[src/rtl/pjl_pkg.sv]
// Constants, opcodes and enumerations for the page jump and logical AND slice.
// Assumes a core that supplies code, register, data and bit storage through ports.
//
// Behaviour
// - Page jump replaces program counter bits 10..0
// - Target: opcode top 3 bits, second byte low
// - Upper bits from next instruction's address
// - Page jump: two bytes, two cycles, PC+2
// - 01010100 ANDs immediate byte into accumulator
// - 0101011r ANDs pointer-addressed memory into accumulator
// - Low opcode bit picks register zero or one
// - 01011rrr ANDs selected working register into accumulator
// - 01010101 ANDs direct address byte into accumulator
// - Direct addresses are 8 bits, 0 to 255
// - Bit AND: carry becomes carry AND bit
// - Bit address is second byte, 0 to 255
// - 10110000: carry becomes carry AND NOT bit
// - Inverted bit source stays unchanged in storage
// - Direct immediate AND writes result back to direct address
`default_nettype none

package pjl_pkg;

  // ****************************************
  // Opcodes and opcode patterns
  // ****************************************
  localparam logic [7:0] OP_AND_IMM     = 8'h54;
  localparam logic [7:0] OP_AND_DIR     = 8'h55;
  localparam logic [7:0] OP_AND_DIR_IMM = 8'h53;
  localparam logic [7:0] OP_AND_BIT     = 8'h82;
  localparam logic [7:0] OP_AND_NBIT    = 8'hb0;
  localparam logic [4:0] JMP_LOW_BITS   = 5'h01;
  localparam logic [6:0] IND_HIGH_BITS  = 7'h2b;
  localparam logic [4:0] REG_HIGH_BITS  = 5'h0b;

  // ****************************************
  // Field positions
  // ****************************************
  localparam int PAGE_LSB_W  = 11;
  localparam int OP_PAGE_MSB = 7;
  localparam int OP_PAGE_LSB = 5;

  // ****************************************
  // Byte and machine cycle counts
  // ****************************************
  localparam logic [1:0] BYTES_ONE   = 2'h1;
  localparam logic [1:0] BYTES_TWO   = 2'h2;
  localparam logic [1:0] BYTES_THREE = 2'h3;
  localparam logic [1:0] CYCLES_ONE  = 2'h1;
  localparam logic [1:0] CYCLES_TWO  = 2'h2;

  // ****************************************
  // Values after reset
  // ****************************************
  localparam logic [15:0] PC_RESET    = 16'h0000;
  // All ones, so that the first AND after reset shows in acc and carry
  localparam logic [7:0]  ACC_RESET   = 8'hff;
  localparam logic        CARRY_RESET = 1'b1;

  typedef enum logic [3:0] {
    CL_NONE   = 4'h0,
    CL_JMP    = 4'h1,
    CL_IMM    = 4'h2,
    CL_IND    = 4'h3,
    CL_REG    = 4'h4,
    CL_DIR    = 4'h5,
    CL_BIT    = 4'h6,
    CL_NBIT   = 4'h7,
    CL_DIRIMM = 4'h8
  } pjl_class_type;

  typedef enum logic [3:0] {
    S_FETCH    = 4'h0,
    S_OPC_WAIT = 4'h1,
    S_OPC      = 4'h2,
    S_B2_WAIT  = 4'h3,
    S_B2       = 4'h4,
    S_B3_WAIT  = 4'h5,
    S_B3       = 4'h6,
    S_OPER     = 4'h7,
    S_OPR_WAIT = 4'h8,
    S_PTR      = 4'h9,
    S_PTR_WAIT = 4'ha,
    S_EXEC     = 4'hb
  } pjl_fsm_type;

endpackage

`default_nettype wire

[src/rtl/pjl_core.sv]
// Sequencer for the page jump and logical AND slice of the core.
// Assumes code, register, data and bit stores answer one cycle after a read strobe
// and hold their read data while clk_en is low.
`default_nettype none

module pjl_core
  import pjl_pkg::*;
#(
  parameter int PC_W = 16
)
(
  // Clock, reset, enable
  input  wire logic             core_clk,
  input  wire logic             reset,
  input  wire logic             clk_en,
  // Code fetch
  output logic                  code_rd,
  output logic [PC_W-1:0]       code_addr,
  input  wire logic [7:0]       code_data,
  // Working registers
  output logic                  reg_rd,
  output logic [2:0]            reg_sel,
  input  wire logic [7:0]       reg_rdata,
  // Internal data memory
  output logic                  dmem_rd,
  output logic                  dmem_wr,
  output logic [7:0]            dmem_addr,
  output logic [7:0]            dmem_wdata,
  input  wire logic [7:0]       dmem_rdata,
  // Bit space
  output logic                  bit_rd,
  output logic [7:0]            bit_addr,
  input  wire logic             bit_rdata,
  // Architectural state
  output logic [PC_W-1:0]       pc,
  output logic [7:0]            acc,
  output logic                  carry,
  // Retire report
  output logic                  instr_done,
  output logic [1:0]            instr_bytes,
  output logic [1:0]            instr_cycles,
  output logic                  instr_unknown
);

  typedef struct packed {
    pjl_fsm_type     st;
    logic [PC_W-1:0] pc;
    logic [7:0]      acc;
    logic            cy;
    logic [7:0]      op;
    logic [7:0]      b2;
    logic [7:0]      b3;
    logic            code_rd;
    logic [PC_W-1:0] code_addr;
    logic            reg_rd;
    logic [2:0]      reg_sel;
    logic            dmem_rd;
    logic            dmem_wr;
    logic [7:0]      dmem_addr;
    logic [7:0]      dmem_wdata;
    logic            bit_rd;
    logic [7:0]      bit_addr;
    logic            done;
    logic [1:0]      done_bytes;
    logic [1:0]      done_cycles;
    logic            unknown;
  } pjl_state_type;

  pjl_state_type   r;
  pjl_state_type   r_nxt;
  pjl_class_type   cls;
  logic [1:0]      nbytes;
  logic [1:0]      ncycles;
  logic [7:0]      acc_res;
  logic            carry_res;
  logic [7:0]      mem_res;
  logic [PC_W-1:0] jump_pc;

  // ****************************************
  // Decode and result logic
  // ****************************************
  pjl_decode u_decode (
    .opcode    (r.op),
    .op_class  (cls),
    .op_bytes  (nbytes),
    .op_cycles (ncycles)
  );

  pjl_logic #(.PC_W(PC_W)) u_logic (
    .op_class   (cls),
    .opcode     (r.op),
    .byte2      (r.b2),
    .byte3      (r.b3),
    .pc         (r.pc),
    .acc        (r.acc),
    .carry      (r.cy),
    .reg_rdata  (reg_rdata),
    .dmem_rdata (dmem_rdata),
    .bit_rdata  (bit_rdata),
    .acc_res    (acc_res),
    .carry_res  (carry_res),
    .mem_res    (mem_res),
    .jump_pc    (jump_pc)
  );

  // ****************************************
  // Sequencer
  // ****************************************
  always_comb begin
    r_nxt         = r;
    // Strobes, done and unknown last one cycle; done_bytes and done_cycles hold until the next retire
    r_nxt.code_rd = 1'b0;
    r_nxt.reg_rd  = 1'b0;
    r_nxt.dmem_rd = 1'b0;
    r_nxt.dmem_wr = 1'b0;
    r_nxt.bit_rd  = 1'b0;
    r_nxt.done    = 1'b0;
    r_nxt.unknown = 1'b0;
    unique case (r.st)
      S_FETCH: begin
        r_nxt.code_rd   = 1'b1;
        r_nxt.code_addr = r.pc;
        r_nxt.st        = S_OPC_WAIT;
      end
      S_OPC_WAIT: r_nxt.st = S_OPC;
      S_OPC: begin
        r_nxt.op = code_data;
        r_nxt.pc = r.pc + 1'b1;
        r_nxt.st = S_OPER;
        if (pjl_decode_bytes(code_data) != BYTES_ONE) begin
          r_nxt.code_rd   = 1'b1;
          r_nxt.code_addr = r.pc + 1'b1;
          r_nxt.st        = S_B2_WAIT;
        end
      end
      S_B2_WAIT: r_nxt.st = S_B2;
      S_B2: begin
        r_nxt.b2 = code_data;
        r_nxt.pc = r.pc + 1'b1;
        r_nxt.st = S_OPER;
        if (nbytes == BYTES_THREE) begin
          r_nxt.code_rd   = 1'b1;
          r_nxt.code_addr = r.pc + 1'b1;
          r_nxt.st        = S_B3_WAIT;
        end
      end
      S_B3_WAIT: r_nxt.st = S_B3;
      S_B3: begin
        r_nxt.b3 = code_data;
        r_nxt.pc = r.pc + 1'b1;
        r_nxt.st = S_OPER;
      end
      S_OPER: begin
        r_nxt.st = S_OPR_WAIT;
        unique case (cls)
          CL_REG: begin
            r_nxt.reg_rd  = 1'b1;
            r_nxt.reg_sel = r.op[2:0];
          end
          CL_IND: begin
            r_nxt.reg_rd  = 1'b1;
            r_nxt.reg_sel = {2'b00, r.op[0]};
          end
          CL_DIR, CL_DIRIMM: begin
            r_nxt.dmem_rd   = 1'b1;
            r_nxt.dmem_addr = r.b2;
          end
          CL_BIT, CL_NBIT: begin
            r_nxt.bit_rd   = 1'b1;               // Read only; the bit is never written back
            r_nxt.bit_addr = r.b2;
          end
          default: r_nxt.st = S_EXEC;
        endcase
      end
      S_OPR_WAIT: r_nxt.st = (cls == CL_IND) ? S_PTR : S_EXEC;
      S_PTR: begin
        r_nxt.dmem_rd   = 1'b1;
        r_nxt.dmem_addr = reg_rdata;
        r_nxt.st        = S_PTR_WAIT;
      end
      S_PTR_WAIT: r_nxt.st = S_EXEC;
      S_EXEC: begin
        r_nxt.acc = acc_res;
        r_nxt.cy  = carry_res;
        if (cls == CL_JMP) begin
          r_nxt.pc = jump_pc;
        end
        if (cls == CL_DIRIMM) begin
          r_nxt.dmem_wr    = 1'b1;
          r_nxt.dmem_addr  = r.b2;
          r_nxt.dmem_wdata = mem_res;
        end
        r_nxt.done        = 1'b1;
        r_nxt.done_bytes  = nbytes;
        r_nxt.done_cycles = ncycles;
        r_nxt.unknown     = (cls == CL_NONE);
        r_nxt.st          = S_FETCH;
      end
      default: r_nxt.st = S_FETCH;
    endcase
  end

  // Length of an opcode still on the code bus, before it is registered
  function automatic logic [1:0] pjl_decode_bytes(input logic [7:0] o);
    logic [1:0] b;
    b = BYTES_ONE;
    if (o[4:0] == JMP_LOW_BITS || o == OP_AND_IMM || o == OP_AND_DIR || o == OP_AND_BIT || o == OP_AND_NBIT) begin
      b = BYTES_TWO;
    end else if (o == OP_AND_DIR_IMM) begin
      b = BYTES_THREE;
    end
    return b;
  endfunction

  // Reset loads whatever clk_en is; otherwise the whole state freezes while clk_en is low
  always_ff @(posedge core_clk) begin
    if (reset) begin
      r     <= '0;
      r.st  <= S_FETCH;
      r.pc  <= PC_RESET[PC_W-1:0];
      r.acc <= ACC_RESET;
      r.cy  <= CARRY_RESET;
    end else if (clk_en) begin
      r <= r_nxt;
    end
  end

  // ****************************************
  // Outputs
  // ****************************************
  assign code_rd       = r.code_rd;
  assign code_addr     = r.code_addr;
  assign reg_rd        = r.reg_rd;
  assign reg_sel       = r.reg_sel;
  assign dmem_rd       = r.dmem_rd;
  assign dmem_wr       = r.dmem_wr;
  assign dmem_addr     = r.dmem_addr;
  assign dmem_wdata    = r.dmem_wdata;
  assign bit_rd        = r.bit_rd;
  assign bit_addr      = r.bit_addr;
  assign pc            = r.pc;
  assign acc           = r.acc;
  assign carry         = r.cy;
  assign instr_done    = r.done;
  assign instr_bytes   = r.done_bytes;
  assign instr_cycles  = r.done_cycles;
  assign instr_unknown = r.unknown;
endmodule

`default_nettype wire

[src/rtl/pjl_decode.sv]
// Opcode classifier: instruction class, length in bytes and machine cycles.
// Assumes a stable opcode byte; purely combinational.
`default_nettype none

module pjl_decode
  import pjl_pkg::*;
(
  // Opcode in
  input  wire logic [7:0]    opcode,
  // Decoded class and sizes
  output pjl_class_type      op_class,
  output logic [1:0]         op_bytes,
  output logic [1:0]         op_cycles
);

  // ****************************************
  // Classification
  // ****************************************
  always_comb begin
    op_class  = CL_NONE;
    op_bytes  = BYTES_ONE;
    op_cycles = CYCLES_ONE;
    if (opcode[4:0] == JMP_LOW_BITS) begin
      op_class  = CL_JMP;
      op_bytes  = BYTES_TWO;
      op_cycles = CYCLES_TWO;
    end else if (opcode == OP_AND_IMM) begin
      op_class  = CL_IMM;
      op_bytes  = BYTES_TWO;
    end else if (opcode[7:1] == IND_HIGH_BITS) begin
      op_class  = CL_IND;
    end else if (opcode[7:3] == REG_HIGH_BITS) begin
      op_class  = CL_REG;
    end else if (opcode == OP_AND_DIR) begin
      op_class  = CL_DIR;
      op_bytes  = BYTES_TWO;
    end else if (opcode == OP_AND_BIT) begin
      op_class  = CL_BIT;
      op_bytes  = BYTES_TWO;
    end else if (opcode == OP_AND_NBIT) begin
      op_class  = CL_NBIT;
      op_bytes  = BYTES_TWO;
      op_cycles = CYCLES_TWO;
    end else if (opcode == OP_AND_DIR_IMM) begin
      op_class  = CL_DIRIMM;
      op_bytes  = BYTES_THREE;
      op_cycles = CYCLES_TWO;
    end
  end

endmodule

`default_nettype wire

[src/rtl/pjl_logic.sv]
// Result logic: AND results, carry results and page jump target.
// Assumes operands are valid in the execute cycle; purely combinational.
`default_nettype none

module pjl_logic
  import pjl_pkg::*;
#(
  parameter int PC_W = 16
)
(
  // Instruction
  input  wire pjl_class_type    op_class,
  input  wire logic [7:0]       opcode,
  input  wire logic [7:0]       byte2,
  input  wire logic [7:0]       byte3,
  // Current core state
  input  wire logic [PC_W-1:0]  pc,
  input  wire logic [7:0]       acc,
  input  wire logic             carry,
  // Fetched operands
  input  wire logic [7:0]       reg_rdata,
  input  wire logic [7:0]       dmem_rdata,
  input  wire logic             bit_rdata,
  // Results
  output logic [7:0]            acc_res,
  output logic                  carry_res,
  output logic [7:0]            mem_res,
  output logic [PC_W-1:0]       jump_pc
);

  logic [7:0] src;

  // ****************************************
  // Operand select and results
  // ****************************************
  always_comb begin
    unique case (op_class)
      CL_IMM:  src = byte2;
      CL_REG:  src = reg_rdata;
      default: src = dmem_rdata;
    endcase
    acc_res = acc;
    if (op_class == CL_IMM || op_class == CL_REG || op_class == CL_IND || op_class == CL_DIR) begin
      acc_res = acc & src;
    end
    carry_res = carry;
    if (op_class == CL_BIT) begin
      carry_res = carry & bit_rdata;
    end else if (op_class == CL_NBIT) begin
      carry_res = carry & ~bit_rdata;
    end
    mem_res = dmem_rdata & byte3;
    // Upper bits come from the already advanced pc
    jump_pc = {pc[PC_W-1:PAGE_LSB_W], opcode[OP_PAGE_MSB:OP_PAGE_LSB], byte2};
  end

endmodule

`default_nettype wire

[config.mk]
export PLATFORM = sky130hd
export DESIGN_NAME = pjl_core
export DESIGN_NICKNAME = d
export VERILOG_FILES = /design/src/rtl/pjl_pkg.sv /design/src/rtl/pjl_core.sv /design/src/rtl/pjl_decode.sv /design/src/rtl/pjl_logic.sv
export SDC_FILE = /design/constraint.sdc
export NUM_CORES = 1
export LEC_CHECK = 0
export CAP_MARGIN = 20
export CELL_PAD_IN_SITES_DETAIL_PLACEMENT = 0
export CELL_PAD_IN_SITES_GLOBAL_PLACEMENT = 1
export CORE_UTILIZATION = 51
export CTS_BUF_LIST = sky130_fd_sc_hd__clkbuf_4 sky130_fd_sc_hd__clkbuf_8 sky130_fd_sc_hd__clkbuf_16
export CTS_CLUSTER_DIAMETER = 100
export CTS_CLUSTER_SIZE = 16
export DETAILED_ROUTE_END_ITERATION = 10
export DONT_BUFFER_PORTS = 1
export GPL_ROUTABILITY_DRIVEN = 0
export PLACE_DENSITY = 0.81
export RECOVER_POWER = 25
export SLEW_MARGIN = 20
export SYNTH_ARGS = -nofsm -noshare
export SYNTH_HDL_FRONTEND = slang
export SYNTH_SLANG_ARGS = --single-unit
[constraint.sdc]
create_clock -name core_clk -period 4.4 [get_ports core_clk]
set_clock_uncertainty 0.15 [all_clocks]
set_input_delay 0.88 -clock core_clk [delete_from_list [all_inputs] [get_ports core_clk]]
set_output_delay 0.88 -clock core_clk [all_outputs]
set_load 0.02 [all_outputs]
# [After elaboration in Yosys (flattened, before gate mapping)]
# Cells that the tools add are included.
[word_totals] regBits=107 inputBits=28 out_inout_bits=79 word_cells=151
[op_classes] add_sub_neg=1 n_eq_ne=40 muxes=51 bitwise=6 n_reduce_logical=31
[ops] cell="17-bit 2-to-1 mux" n=3
[ops] cell="17-bit one-hot mux with 3 select lines" n=1
[ops] cell="8-bit by 7-bit equality test with 1-bit output (second input constant)" n=6
[ops] cell="2-bit 2-to-1 mux" n=22
[ops] cell="4-bit one-hot mux with 11 select lines" n=1
[ops] cell="4-bit 2-to-1 mux" n=9
[ops] cell="4-bit by 3-bit equality test with 1-bit output (second input constant)" n=8
[ops] cell="8-bit equality test (second input constant)" n=4
[ops] cell="16-bit one-hot mux with 2 select lines" n=1
[ops] cell="8-bit one-hot mux with 3 select lines" n=1
[ops] cell="3-bit AND reduction" n=7
[ops] cell="4-bit equality test (second input constant)" n=5
[ops] cell="9-bit 2-to-1 mux" n=2
[ops] cell="16-bit by 1-bit adder with 16-bit output (second input constant)" n=1
[ops] cell="8-bit AND" n=2
[ops] cell="4-bit by 2-bit equality test with 1-bit output (second input constant)" n=4
[ops] cell="8-bit one-hot mux with 2 select lines" n=1
[ops] cell="11-bit 2-to-1 mux" n=1
[ops] cell="5-bit by 1-bit equality test with 1-bit output (second input constant)" n=2
[ops] cell="4-bit by 1-bit equality test with 1-bit output (second input constant)" n=2
[ops] cell="4-bit logical NOT" n=2
[ops] cell="8-bit 2-to-1 mux" n=1
[ops] cell="2-bit inequality test (second input constant)" n=4
[ops] cell="4-bit one-hot mux with 2 select lines" n=1
[ops] cell="other kinds (18)" n=38

# [Depth between registers and ports, before layout]
# Gate-level depths: netlist (run 1).
[depth] word_depth=14 mapped_depth=8 ltp_nobuf=7

# [Modules after synthesis]
# Synthesis (run 1) repeated with hierarchy kept, for this count alone.
[hier_totals] cells_unflattened=819 area_unflattened_um2=6557.5
[modules_own_cells] module="pjl_core" n_inst=1 cells_each=713 area_each_um2=5778.0 seq_area_each_um2=2142.1
[modules_own_cells] module="pjl_logic" n_inst=1 cells_each=76 area_each_um2=553.0 seq_area_each_um2=0.0
[modules_own_cells] module="pjl_decode" n_inst=1 cells_each=30 area_each_um2=226.5 seq_area_each_um2=0.0

# [Least setup slack after synthesis (run 1)]
# OpenSTA, ideal clock, no wires.
[synth_timing] path_type="input-to-reg" from="in code_data[2]" to="reg r (netlist bit code_addr[10])" arrival_ps=2373 t_required_ps=4130 setup_slack_ps=1758 cell_stages=8 n_path_buf=2 cell_sequence="buf_2 or4_1 o21ai_1 o21a_1 o31ai_2 buf_6 a221oi_2 nor2_1"
[synth_via] elab_chain_cells=10 word_cells_on_any_way=16 classes_between="8 x eq/ne; 3 x mux; 5 x reduce/logical"
[synth_lines] element="start, declared" line_no="pjl_core.sv:19" source="input wire logic [7:0] code_data,"
[synth_lines] element="8-bit by 7-bit equality test with 1-bit output / 5-bit by 1-bit equality test with 1-bit output (equally long branches)" line_no="pjl_core.sv:207" source="if (o[4:0] == JMP_LOW_BITS || o == OP_AND_IMM || o == OP_AND_DIR || o == OP_AND_BIT || o == OP_AND_NBIT) begin"
[synth_lines] element="1-bit logical OR (4 in a row)" line_no="pjl_core.sv:207"
[synth_lines] element="2-bit 2-to-1 mux *" line_no="pjl_core.sv:207"
[synth_lines] element="2-bit 2-to-1 mux *" line_no="pjl_core.sv:119" source="unique case (r.st)"
[synth_lines] element="2-bit by 1-bit inequality test with 1-bit output *" line_no="pjl_core.sv:130" source="if (pjl_decode_bytes(code_data) != BYTES_ONE) begin"
[synth_lines] element="2-bit inequality test (no source line) *"
[synth_lines] element="4-bit AND reduction (no source line) *"
[synth_lines] element="end signal, assigned" line_no="pjl_core.sv:224" source="r <= r_nxt;"
[synth_lines] element="end, declared" line_no="pjl_core.sv:69" source="pjl_state_type r;"
# Every way passes the cells marked *; elsewhere a longest branch is shown, timed or not. The select of a mux whose other input is x is not followed.
# A chain may end at the register's enable or synchronous reset.

# [Final worst setup path (run 1)]
[layout_timing] from="reg r[103] (netlist bit)" to="reg, netlist name pc[7]"
[layout_via] elab_chain_cells=4 word_cells_on_any_way=9 classes_between="5 x eq/ne; 1 x mux; 3 x reduce/logical"
[layout_lines] element="4-bit by 3-bit equality test with 1-bit output / 4-bit by 2-bit equality test with 1-bit output (equally long branches)" line_no="pjl_core.sv:119"
[layout_lines] element="3-bit OR reduction (no source line)"
[layout_lines] element="2-bit nonzero test (no source line)"
[layout_lines] element="3-bit AND reduction (no source line)"
# Several ways; a longest one is shown, not always the timed one. The select of a mux whose other input is x is not followed.

==> results.md, run 1 <==
* Post-synthesis sequential area ratio at 37.5%
* Antenna Cells at 0
* Worst R2R Path Depth at 6
* Clock share of power at 36.8%
* CTS Sinks at 107
* Worst-margin pin slew at 1.00 ns
* Reg-to-reg slack, setup at 1.07 ns
* CP Data Required Time at 4.52 ns
* Maxcap violations at 0
* Ys Warns at 0
* Part of the power in combinational logic at 5.9%
* RR Startpoint: r[103]
* Die width at 108 um
* Status: finished clean
* Post-synth EDFFs at 0
* FMAX at 301 MHz
* Layout area overhead at -5.29%
* Post-layout nets at 625
* GRT Total Usage at 25.1%
* Total core area at 0.0109 mm^2
* Mapped cell area at 0.00572 mm^2
* Remaining antenna violation count at 0
* Placed wire-length estimate at 10000 um
* Startpoint Class: register
* Sequential power share at 57.3%
* Critical path arrival at 3.45 ns
* Net count after synthesis at 720
* NetSw at 0.447 mW
* Main combinational cell family by area after synthesis: simple AND/OR/NAND/NOR gates
* Post-layout util at 49.7%
* Multiplexer share of the synthesized area at 5.12%
* Final Hold Viols at 0
* Slowest library cell on the worst path: o21ai_1
* Pwr dens at 332 mW/mm^2
* Asr flop ratio synth at 0%
* First-pass iteration count of the detailed router at 5
* Fin Setup TNS at 0 ns
* Latest clock arrival within the worst-skew pair at 0.37 ns
* Chip height at 108 um
* Fillers at 1062
* Yosys cell types at 74
* Post-CTS resize count at 0
* Clock transition at the registers of the reported paths at 0.10 ns
* # rows at 38
* Gate Count Post-Synth at 691
* TritonCTS buffer count at 9
* Worst hold path stage count at 2
* Crit-path max cell delay at 0.87 ns
* Drt total wl at 14300 um
* LEAKAGE at 1.85 nW
* Synth Area in Compound Gates at 20.6%
* Antenna violations before repair at 0
* Syn_area_per_cell at 8.28 um^2
* Hold_ws at 0.324 ns
* Largest area contributor in the netlist: dfxtp_1
* Post-Synth Simple-Gate Area at 21.0%
* Worst path buffer plus inverter count at 0
* Switching power share of the total at 24.9%
* Setup bufs post-CTS at 0
* RR Endpoint: pc[7]
* Post-route clock period utilization at 75.6%
* Max-slew violation count at 0
* HP Class: reg -> reg
* Io pins at 107
* Yosys reg bits at 107
* Routed WL per cell at 19.3 um
* Port buffer count at 0
* Top-area cell type share of the netlist area at 37.5%
* Setup CP Type: reg -> reg
* CTS tree: built
* Adder-Cell Fraction of Synth Area at 0.394%
* RSZ-0062 raised after global routing: no
* Largest net degree at the start of global routing at 86
* H-tree levels at 3
* Hold endpoint: dmem_wdata[1]
* Xor and xnor area share after synthesis at 2.14%
* Final critical-path required period at 3.33 ns
* Clock root cell: clkbuf_8
* Vias per cell at 6.13
* Min-delay src: r[55]
* Initial DRC count at 312
* Power Internal at 1.35 mW
* Max VDD drop at 0.137 mV
* Global-route wire length before repair at 22500 um
* Initial Util at 52.5%
* Clock Path Buffers at 2
* Top FF cell, synth: dfxtp_1
* Total gr overflow at 0
* Family with the most delay on the worst path: compound AO/OA/AOI/OAI gates
* Number of global-route vias before repair at 4231
* Vias at 4527
* DRC viols at 0
* Top post-synthesis cells by area: dfxtp_1 (37%), buf_4 (9.7%), nor2_1 (5.4%)
* Setup Viol. Count Final at 0
* Area of the die at 0.0116 mm^2
* Crit path capture type: register
* CP cell instances: and4b_1, nand2_1, o21ai_1, o21ai_0, a22oi_1, nor2_1
* Layout cells sized above 1 at 7.85%
* Worst slew margin at 32.9%
* Crit path max fanout at 21
* Hold_buf cts at 0
==> routing by layer <==
layer	vias to the layer above	GRT usage [%]	part of all wire, %
li1	2180	-	-
met3	16	6.90	7.5
met1	2181	33.1	45
met2	150	40.2	46
met5	-	0	0
met4	0	6.16	1.1
==> synth_stat cells, drive strengths merged, types with 7 or more instances <==
cell type / n
dfxtp: 107
buf: 86
nor2: 85
a21oi: 64
nand2: 57
o21ai: 48
nand3: 31
mux2i: 27
clkbuf: 23
a22oi: 13
inv: 12
and2: 10
a221oi: 9
nor3: 9
xnor2: 9
a211oi: 8
a221o: 8
o31ai: 7
==> area by class of cell <==
cell class                      count  area (um^2)  area share [%]
Clock inverter                      4         76.3            1.41
Tap cell                          140          175            3.23
Clock buffer                       10          131            2.43
Sequential cell                   107         2140            39.5
Multi-Input combinational cell    462         2820            52.1
Timing Repair Buffer                3         22.5           0.416
Inverter                           13         48.8           0.901
==> worst max-delay path by stage <==
stage,startpoint,to,depth (start not counted)
2_1_floorplan,code_data[2],code_addr[10],8
3_3_place_gp,r[103],pc[2],6
3_5_place_dp,r[103],pc[3],6
4_1_cts,r[103],pc[3],6
5_1_grt,r[103],pc[3],6
6_report,r[103],pc[7],6
==> sequential cells by signal, summed over array words and instances (netlist names), 2 cells and up <==
name and count:
acc 8, instr_bytes 2, code_addr 16, bit_addr 8
instr_cycles 2, reg_sel 3, dmem_wdata 8, r 28
dmem_addr 8, pc 16
==> tightest hold or removal path: stages, from the launching register on <==
cell	delay, ns
dfxtp_1	0.32
nand3_1	0.06
a21oi_1	0.05
==> layout by cell type, fill, tap and decap left out, drive strengths merged, types with 3 or more instances in the layout <==
master / count
nor3: 9
mux2i: 27
and2: 10
nor2b: 3
and4: 3
nand4: 5
nor3b: 4
nand3: 31
and3: 4
nand2b: 5
clkbuf: 10
nor2: 85
a211oi: 8
or3: 5
xor2: 5
nand2: 57
inv: 13
a22oi: 13
o21ai: 48
dfxtp: 107
a221o: 8
xnor2: 9
o31ai: 7
a21oi: 64
a221oi: 9
or2: 4
buf: 3
==> stage by stage <==
stage	instances	power (mW)	instance area, um^2	worst slack, ns
2_1_floorplan	691	1.16	5720	1.76
3_3_place_gp	725	1.16	5210	1.34
3_5_place_dp	725	1.16	5210	1.14
4_1_cts	739	1.81	5420	1.13
5_1_grt	739	1.86	5420	0.742
6_report	739	1.80	5420	1.07
==> cells by family (layout without fill, tap and decap cells) <==
group	Yosys count	after routing
muxes	29	29
and+or+nand+nor	240	240
xor gates and xnor gates	14	14
AOI/OAI and AO/OA	177	177
buffers and inverters	122	30
DFF	107	107
adders and majority gates	2	2
==> power by group through the flow <==
stage	Sequential, mW	Clock, mW	Combinational, mW
detailed placement	1.05	0	0.106
finish	1.03	0.663	0.106
floorplan	1.02	0	0.141
global route	1.03	0.712	0.118
global placement	1.05	0	0.103
CTS	1.03	0.674	0.106
Note: power is estimated with default switching activity, not from simulation.
==> inputs of run 2 (changes only) <==
- CORE_UTILIZATION: 51 -> 43
- PLACE_DENSITY: 0.81 -> 0.72
- clock period: 4.4 -> 2.8 ns (I/O delays scaled with it)
==> run 2 against run 1 <==
Effect of this change: critical path depth grew 2; routed wire length grew 5.6%; setup slack lost 0.76 ns; fmax grew 34%; sequential share of layout area shrank 2.0 points; via count grew 0.40%; utilization shrank 5.1 points; first-iteration DRC count grew 24%; final cell count grew 7.2%; count of clock-buffer cells in the layout grew 2; highest routed layer unchanged; critical path type unchanged; global-route usage shrank 2.8 points.
==> results.md, run 2 (synthesis results as in run 1) <==
* Die width at 117 um (+8.7%)
* FMAX at 402 MHz (+34%)
* DRC viols at 0 (unchanged)
* Final Hold Viols at 0 (unchanged)
* Fin Setup TNS at 0 ns (unchanged)
* Largest net degree at the start of global routing at 86 (unchanged)
* Setup Viol. Count Final at 0 (unchanged)
* Most flop-heavy register: r
* First-pass iteration count of the detailed router at 5 (unchanged)
* Latest clock arrival within the worst-skew pair at 0.35 ns (-0.02 ns)
* Startpoint Class: register
* Remaining antenna violation count at 0 (unchanged)
* Layout cells sized above 1 at 11.0% (+3.1 points)
* Hold_buf cts at 0 (unchanged)
* Setup bufs post-CTS at 0 (unchanged)
* CP Data Required Time at 2.94 ns (-1.58 ns)
* Routed WL per cell at 19.0 um (-1.4%)
* Setup CP Type: reg -> reg
* Post-layout nets at 644 (+3.0%)
* Port buffer count at 0 (unchanged)
* Dpl cell area at 0.00540 mm^2 (+3.7%)
* Layout area overhead at -0.284%
* LEAKAGE at 2.01 nW (+8.4%)
* Antenna Cells at 0 (unchanged)
* Crit path capture type: register
* HP Class: in -> reg
* Max-slew violation count at 0 (unchanged)
* Clock root cell: clkbuf_16
* Initial Util at 44.8% (-7.8 points)
* Most common cell after layout, fill and taps aside: dfxtp_1
* Leading cell types in the layout, fill and taps excluded: dfxtp_1 (107), nor2_1 (83), a21oi_1 (61)
* Area of the die at 0.0138 mm^2 (+18%)
* Drt total wl at 15100 um (+5.6%)
* Crit path max fanout at 20 (-4.8%)
* Max VDD drop at 0.291 mV (+110%)
* H-tree levels at 3 (unchanged)
* Number of global-route vias before repair at 4281 (+1.2%)
* # rows at 41 (+7.9%)
* Maxcap violations at 0 (unchanged)
* Status: finished clean
* Inst Count DP at 776 (+7.0%)
* Post-CTS resize count at 0 (unchanged)
* Worst-margin pin slew at 0.886 ns (-0.115 ns)
* Final instance area at 0.00570 mm^2 (+5.3%)
* Total gr overflow at 0 (unchanged)
* GRT Total Usage at 22.3% (-2.8 points)
* Initial DRC count at 387 (+24%)
* Pwr dens at 544 mW/mm^2 (+64%)
* Fillers at 1309 (+23%)
* Critical path arrival at 2.63 ns (-0.82 ns)
* Final worst slack at 0.315 ns (-0.757 ns)
* CTS Sinks at 107 (unchanged)
* Placed wire-length estimate at 10700 um (+6.8%)
* TritonCTS buffer count at 9 (unchanged)
* Final critical-path required period at 2.49 ns (-0.843 ns)
* Clock transition at the registers of the reported paths at 0.07 ns (-0.03 ns)
* CTS tree: built
* Clock Path Buffers at 2 (unchanged)
* Worst slack, placed at 0.210 ns (-0.934 ns)
* Vias at 4545 (+0.40%)
* Total core area at 0.0128 mm^2 (+17%)
* Vias per cell at 5.74 (-6.3%)
* Post-route clock period utilization at 88.8% (+13 points)
* Max reg flops at 28 (unchanged)
* Worst slew margin at 40.9% (+8.0 points)
* Antenna violations before repair at 0 (unchanged)
* Final Non-Filler Cells at 792 (+7.2%)
* Multi-input gate area at 0.00283 mm^2 (+0.31%)
* Reg-to-reg slack, setup at 0.31 ns (-0.76 ns)
* Global-route wire length before repair at 24400 um (+8.2%)
* FF+latch area at 0.00214 mm^2 (unchanged)
* RSZ-0062 raised after global routing: no
* Io pins at 107 (unchanged)
* Chip height at 117 um (+8.7%)
-- run 2: worst paths after layout --
path                             start            end  cells after the start
worst min-delay path             reset   code_addr[0]                      1
worst min register to register   r[61]  dmem_wdata[7]                      2
worst max register to register  r[103]          pc[6]                      8
worst max-delay path            r[103]          pc[6]                      8
-- run 2: cell type report --
type	instances	share of cell area [%]
Multi-Input combinational cell	462	49.6
Clock inverter	4	0.856
Clock buffer	12	4.45
Tap cell	172	3.77
Sequential cell	107	37.6
Timing Repair Buffer	22	2.90
Inverter	13	0.856
-- run 2: worst max-delay path: stages, from the launching register on --
cell     delay, ns
dfxtp_1       0.50
buf_4         0.21
and4b_1       0.22
buf_4         0.24
nand2_1       0.25
o21ai_1       0.19
buf_4         0.23
mux2_2        0.35
nor2_1        0.08
-- run 2: metal layers --
metal	GRT usage [%]	up-vias	routed length [um]
met3	7.25	11	1150
li1	-	2224	-
met4	5.28	0	164
met5	0	-	0
met2	34.2	134	6760
met1	30.0	2176	6970
-- run 2: metrics by stage --
stage / power (mW) / hold slack [ns] / utilization (%)
detailed placement: 1.84 / 0.304 / 42.3
global route: 3.23 / 0.114 / 44.6
CTS: 3.13 / 0.111 / 44.6
finish: 3.11 / 0.132 / 44.6
global placement: 1.83 / 0.302 / 42.2
floorplan: 1.83 / 0.282 / -
-- run 2: report_power, final --
group	switching, mW	total, mW	internal [mW]
combinational	0.116	0.190	0.0742
clock	0.565	1.30	0.739
sequential	0.0596	1.61	1.55
==> inputs of run 3 (changes only) <==
- PLACE_DENSITY: 0.72 -> 0.73
- REMOVE_ABC_BUFFERS: default -> 1
- SYNTH_HIERARCHICAL: default -> 1
==> run 3 against run 2 <==
Effect of this change: the run now ends with DRC left; critical path depth is 1 higher; non-clock buffer count is 36 higher; first-iteration DRC count is 4.1% lower; die area is 14% higher; global-route usage is 0.64 points higher; fmax is 7.2% lower; synthesized cell count is 19% higher; power is 11% higher; clock power is 18% higher; design area is 19% higher; sequential share of layout area is 6.0 points lower; setup slack worse by 0.19 ns.
==> results.md, run 3 <==
* Critical path arrival at 2.77 ns (+0.14 ns)
* Largest net degree at the start of global routing at 95 (+10%)
* Area of the die at 0.0157 mm^2 (+14%)
* Number of global-route vias before repair at 5324 (+24%)
* Crit-path max cell delay at 0.42 ns (-0.08 ns)
* Total gr overflow at 0 (unchanged)
* LEAKAGE at 2.47 nW (+23%)
* DRC viols at 9 (+9)
* Yosys cell types at 80 (+8.1%)
* HP Class: in -> reg
* Gate Count Post-Synth at 819 (+19%)
* Antenna Cells at 0 (unchanged)
* Most flop-heavy register: r
* Setup Viol. Count Final at 0 (unchanged)
* Clock Path Buffers at 2 (unchanged)
* Placed wire-length estimate at 12500 um (+17%)
* Top-count cell post-synth: dfxtp_1
* First-pass iteration count of the detailed router at 8 (+3)
* Clock root cell: clkbuf_16
* Top FF cell, synth: dfxtp_1
* Top-area cell type share of the netlist area at 32.7% (-4.8 points)
* Maxcap violations at 0 (unchanged)
* Post-route clock period utilization at 95.6% (+6.8 points)
* Crit path capture type: register
* Mapped cell area at 0.00656 mm^2 (+15%)
* Inst Count DP at 897 (+16%)
* Ys Warns at 6 (+6)
* Fillers at 1425 (+8.9%)
* Max VDD drop at 0.332 mV (+14%)
* Die width at 125 um (+7.0%)
* H-tree levels at 3 (unchanged)
* Final Hold Viols at 0 (unchanged)
* Setup CP Type: reg -> reg
* Chip height at 125 um (+7.0%)
* Most common cell after layout, fill and taps aside: dfxtp_1
* Pwr dens at 506 mW/mm^2 (-7.0%)
* Initial DRC count at 371 (-4.1%)
* Most instantiated cells after synthesis: dfxtp_1 (107), buf_4 (89), nand2_1 (88), nor2_1 (75), a21oi_1 (52)
* Worst-margin pin slew at 0.833 ns (-0.0528 ns)
* FMAX at 374 MHz (-7.2%)
* Initial Util at 44.6% (-0.16 points)
* Final critical-path required period at 2.68 ns (+0.192 ns)
* Drt total wl at 18200 um (+21%)
* Worst slew margin at 44.4% (+3.5 points)
* Post-synth EDFFs at 0 (unchanged)
* Post-layout util at 46.3% (+1.6 points)
* Io pins at 107 (unchanged)
* TritonCTS buffer count at 9 (unchanged)
* Layout cells sized above 1 at 15.3% (+4.3 points)
* Violated checks: DRC
* Routed WL per cell at 19.6 um (+3.4%)
* Top post-synthesis cells by area: dfxtp_1 (33%), buf_4 (10%), nand2_1 (5.0%)
* Remaining antenna violation count at 0 (unchanged)
* Vias per cell at 6.03 (+5.1%)
* CTS tree: built
* Total core area at 0.0147 mm^2 (+15%)
* # rows at 44 (+7.3%)
* Final Non-Filler Cells at 924 (+17%)
* Global-route wire length before repair at 28700 um (+18%)
* Port buffer count at 0 (unchanged)
* Latest clock arrival within the worst-skew pair at 0.36 ns (about the same)
* Final worst slack at 0.123 ns (-0.192 ns)
* Worst R2R Path Depth at 9 (+1)
* Worst hold path stage count at 1 (unchanged)
* Layout area overhead at 3.76%
* Max reg flops at 28 (unchanged)
* Startpoint Class: register
* Vias at 5573 (+23%)
* GRT Total Usage at 22.9% (+0.64 points)
* Hold_buf cts at 0 (unchanged)
* CP Data Required Time at 2.90 ns (-0.04 ns)
* CP cell instances: nor4b_4, nand2b_4, o311ai_4, buf_4, and3b_1, a21oi_1, or3_1, a22oi_1, nor2_1
* Crit path max fanout at 5 (-75%)
* Leading cell types in the layout, fill and taps excluded: dfxtp_1 (103), nand2_1 (87), nor2_1 (75)
* CTS Sinks at 107 (unchanged)
* Max-slew violation count at 0 (unchanged)
* RSZ-0062 raised after global routing: yes
* Antenna violations before repair at 1 (+1)
* Asr flop ratio synth at 0% (unchanged)
* Post-synthesis sequential area ratio at 32.7% (-4.8 points)
* Yosys reg bits at 107 (unchanged)
* Post-layout nets at 764 (+19%)
* Slowest library cell on the worst path: o311ai_4
* Syn_area_per_cell at 8.01 um^2 (-3.3%)
* Worst slack, placed at -0.0858 ns (-0.296 ns)
* Clock transition at the registers of the reported paths at 0.07 ns (about the same)
* Status: finished with violations
* Largest area contributor in the netlist: dfxtp_1
## run 3: cell types whose count changed in the layout (fill, tap and decap cells not counted), sizes merged, moves of 7 or more
cell    before  now
buf         22   58
nand2       57   88
o21ai       48   27
nand2b       5   24
a211oi       8   20
a21oi       64   52
a21boi       0    9
a22oi       13   22
a311oi       2   11
nor2        85   76
o31a         1   10
a221o        8    0
a221oi       9    1
a22o         0    7
## run 3: routing by layer
metal	track usage [%]	part of all wire, %	vias to the layer above
li1	-	-	2667
met1	29.2	45	2692
met2	36.9	46	188
met3	6.33	7.0	24
met4	8.32	1.6	2
met5	0	0.072	-
## run 3: final timing paths
check	from	end	slack (ns)
setup / recovery	r[76]	reg_sel[2]	0.12
hold / removal	reset	r[73]	0.11
setup reg to reg	r[76]	reg_sel[2]	0.12
hold reg to reg	r[75]	r[75]	0.33
## run 3: critical path: cells and delay by family (launching register included)
family / cells / cell delay, ns
DFF: 1 / 0.35
buffers and inverters: 1 / 0.21
AOI/OAI and AO/OA: 3 / 0.68
and+or+nand+nor: 5 / 1.17
## run 3: what timing repair did
item,4_1_cts,5_1_grt
pin swaps,1,9
gates resized for setup,6,23
endpoints found under the setup margin,25,37
gates cloned,0,2
buffers inserted,3,6
## run 3: layout make-up
| cell class | count | area [um^2] | area share [%] |
|---|---|---|---|
| flip-flops and latches | 107 | 2150 | 31.6 |
| inverters | 9 | 33.8 | 0.497 |
| well taps | 184 | 230 | 3.38 |
| clock inverters | 5 | 108 | 1.58 |
| repair buffers | 58 | 465 | 6.84 |
| multi-input cells | 550 | 3570 | 52.5 |
| clock buffers | 11 | 246 | 3.62 |
## run 3: logic make-up (layout without fill, tap and decap cells)
logic type      Yosys count  count (layout)  synth area share (%)
xor+xnor                 10              10                  1.45
mux                      27              27                  4.12
compound gates          212             213                  22.7
buf+inv                 163              83                  15.0
fa+ha+maj                 1               1                 0.191
simple gates            299             299                  23.8
flops                   107             107                  32.7
## run 3: metrics by stage
stage	TNS [ns]	hold WS [ns]	area, um^2	power (mW)
detailed placement	-0.670	0.326	6240	1.94
global route	-0.337	0.101	6800	3.55
floorplan	-26.55	0.297	5610	1.84
finish	0	0.114	6800	3.45
global placement	-0.198	0.320	6240	1.93
CTS	-0.00725	0.117	6650	3.45
## run 3: power by group
part	internal [mW]	leakage [nW]	total, mW	switching (mW)
registers	1.56	0.868	1.64	0.0821
logic	0.123	1.43	0.279	0.156
clock network	0.915	0.174	1.53	0.611
total	2.60	2.47	3.45	0.849
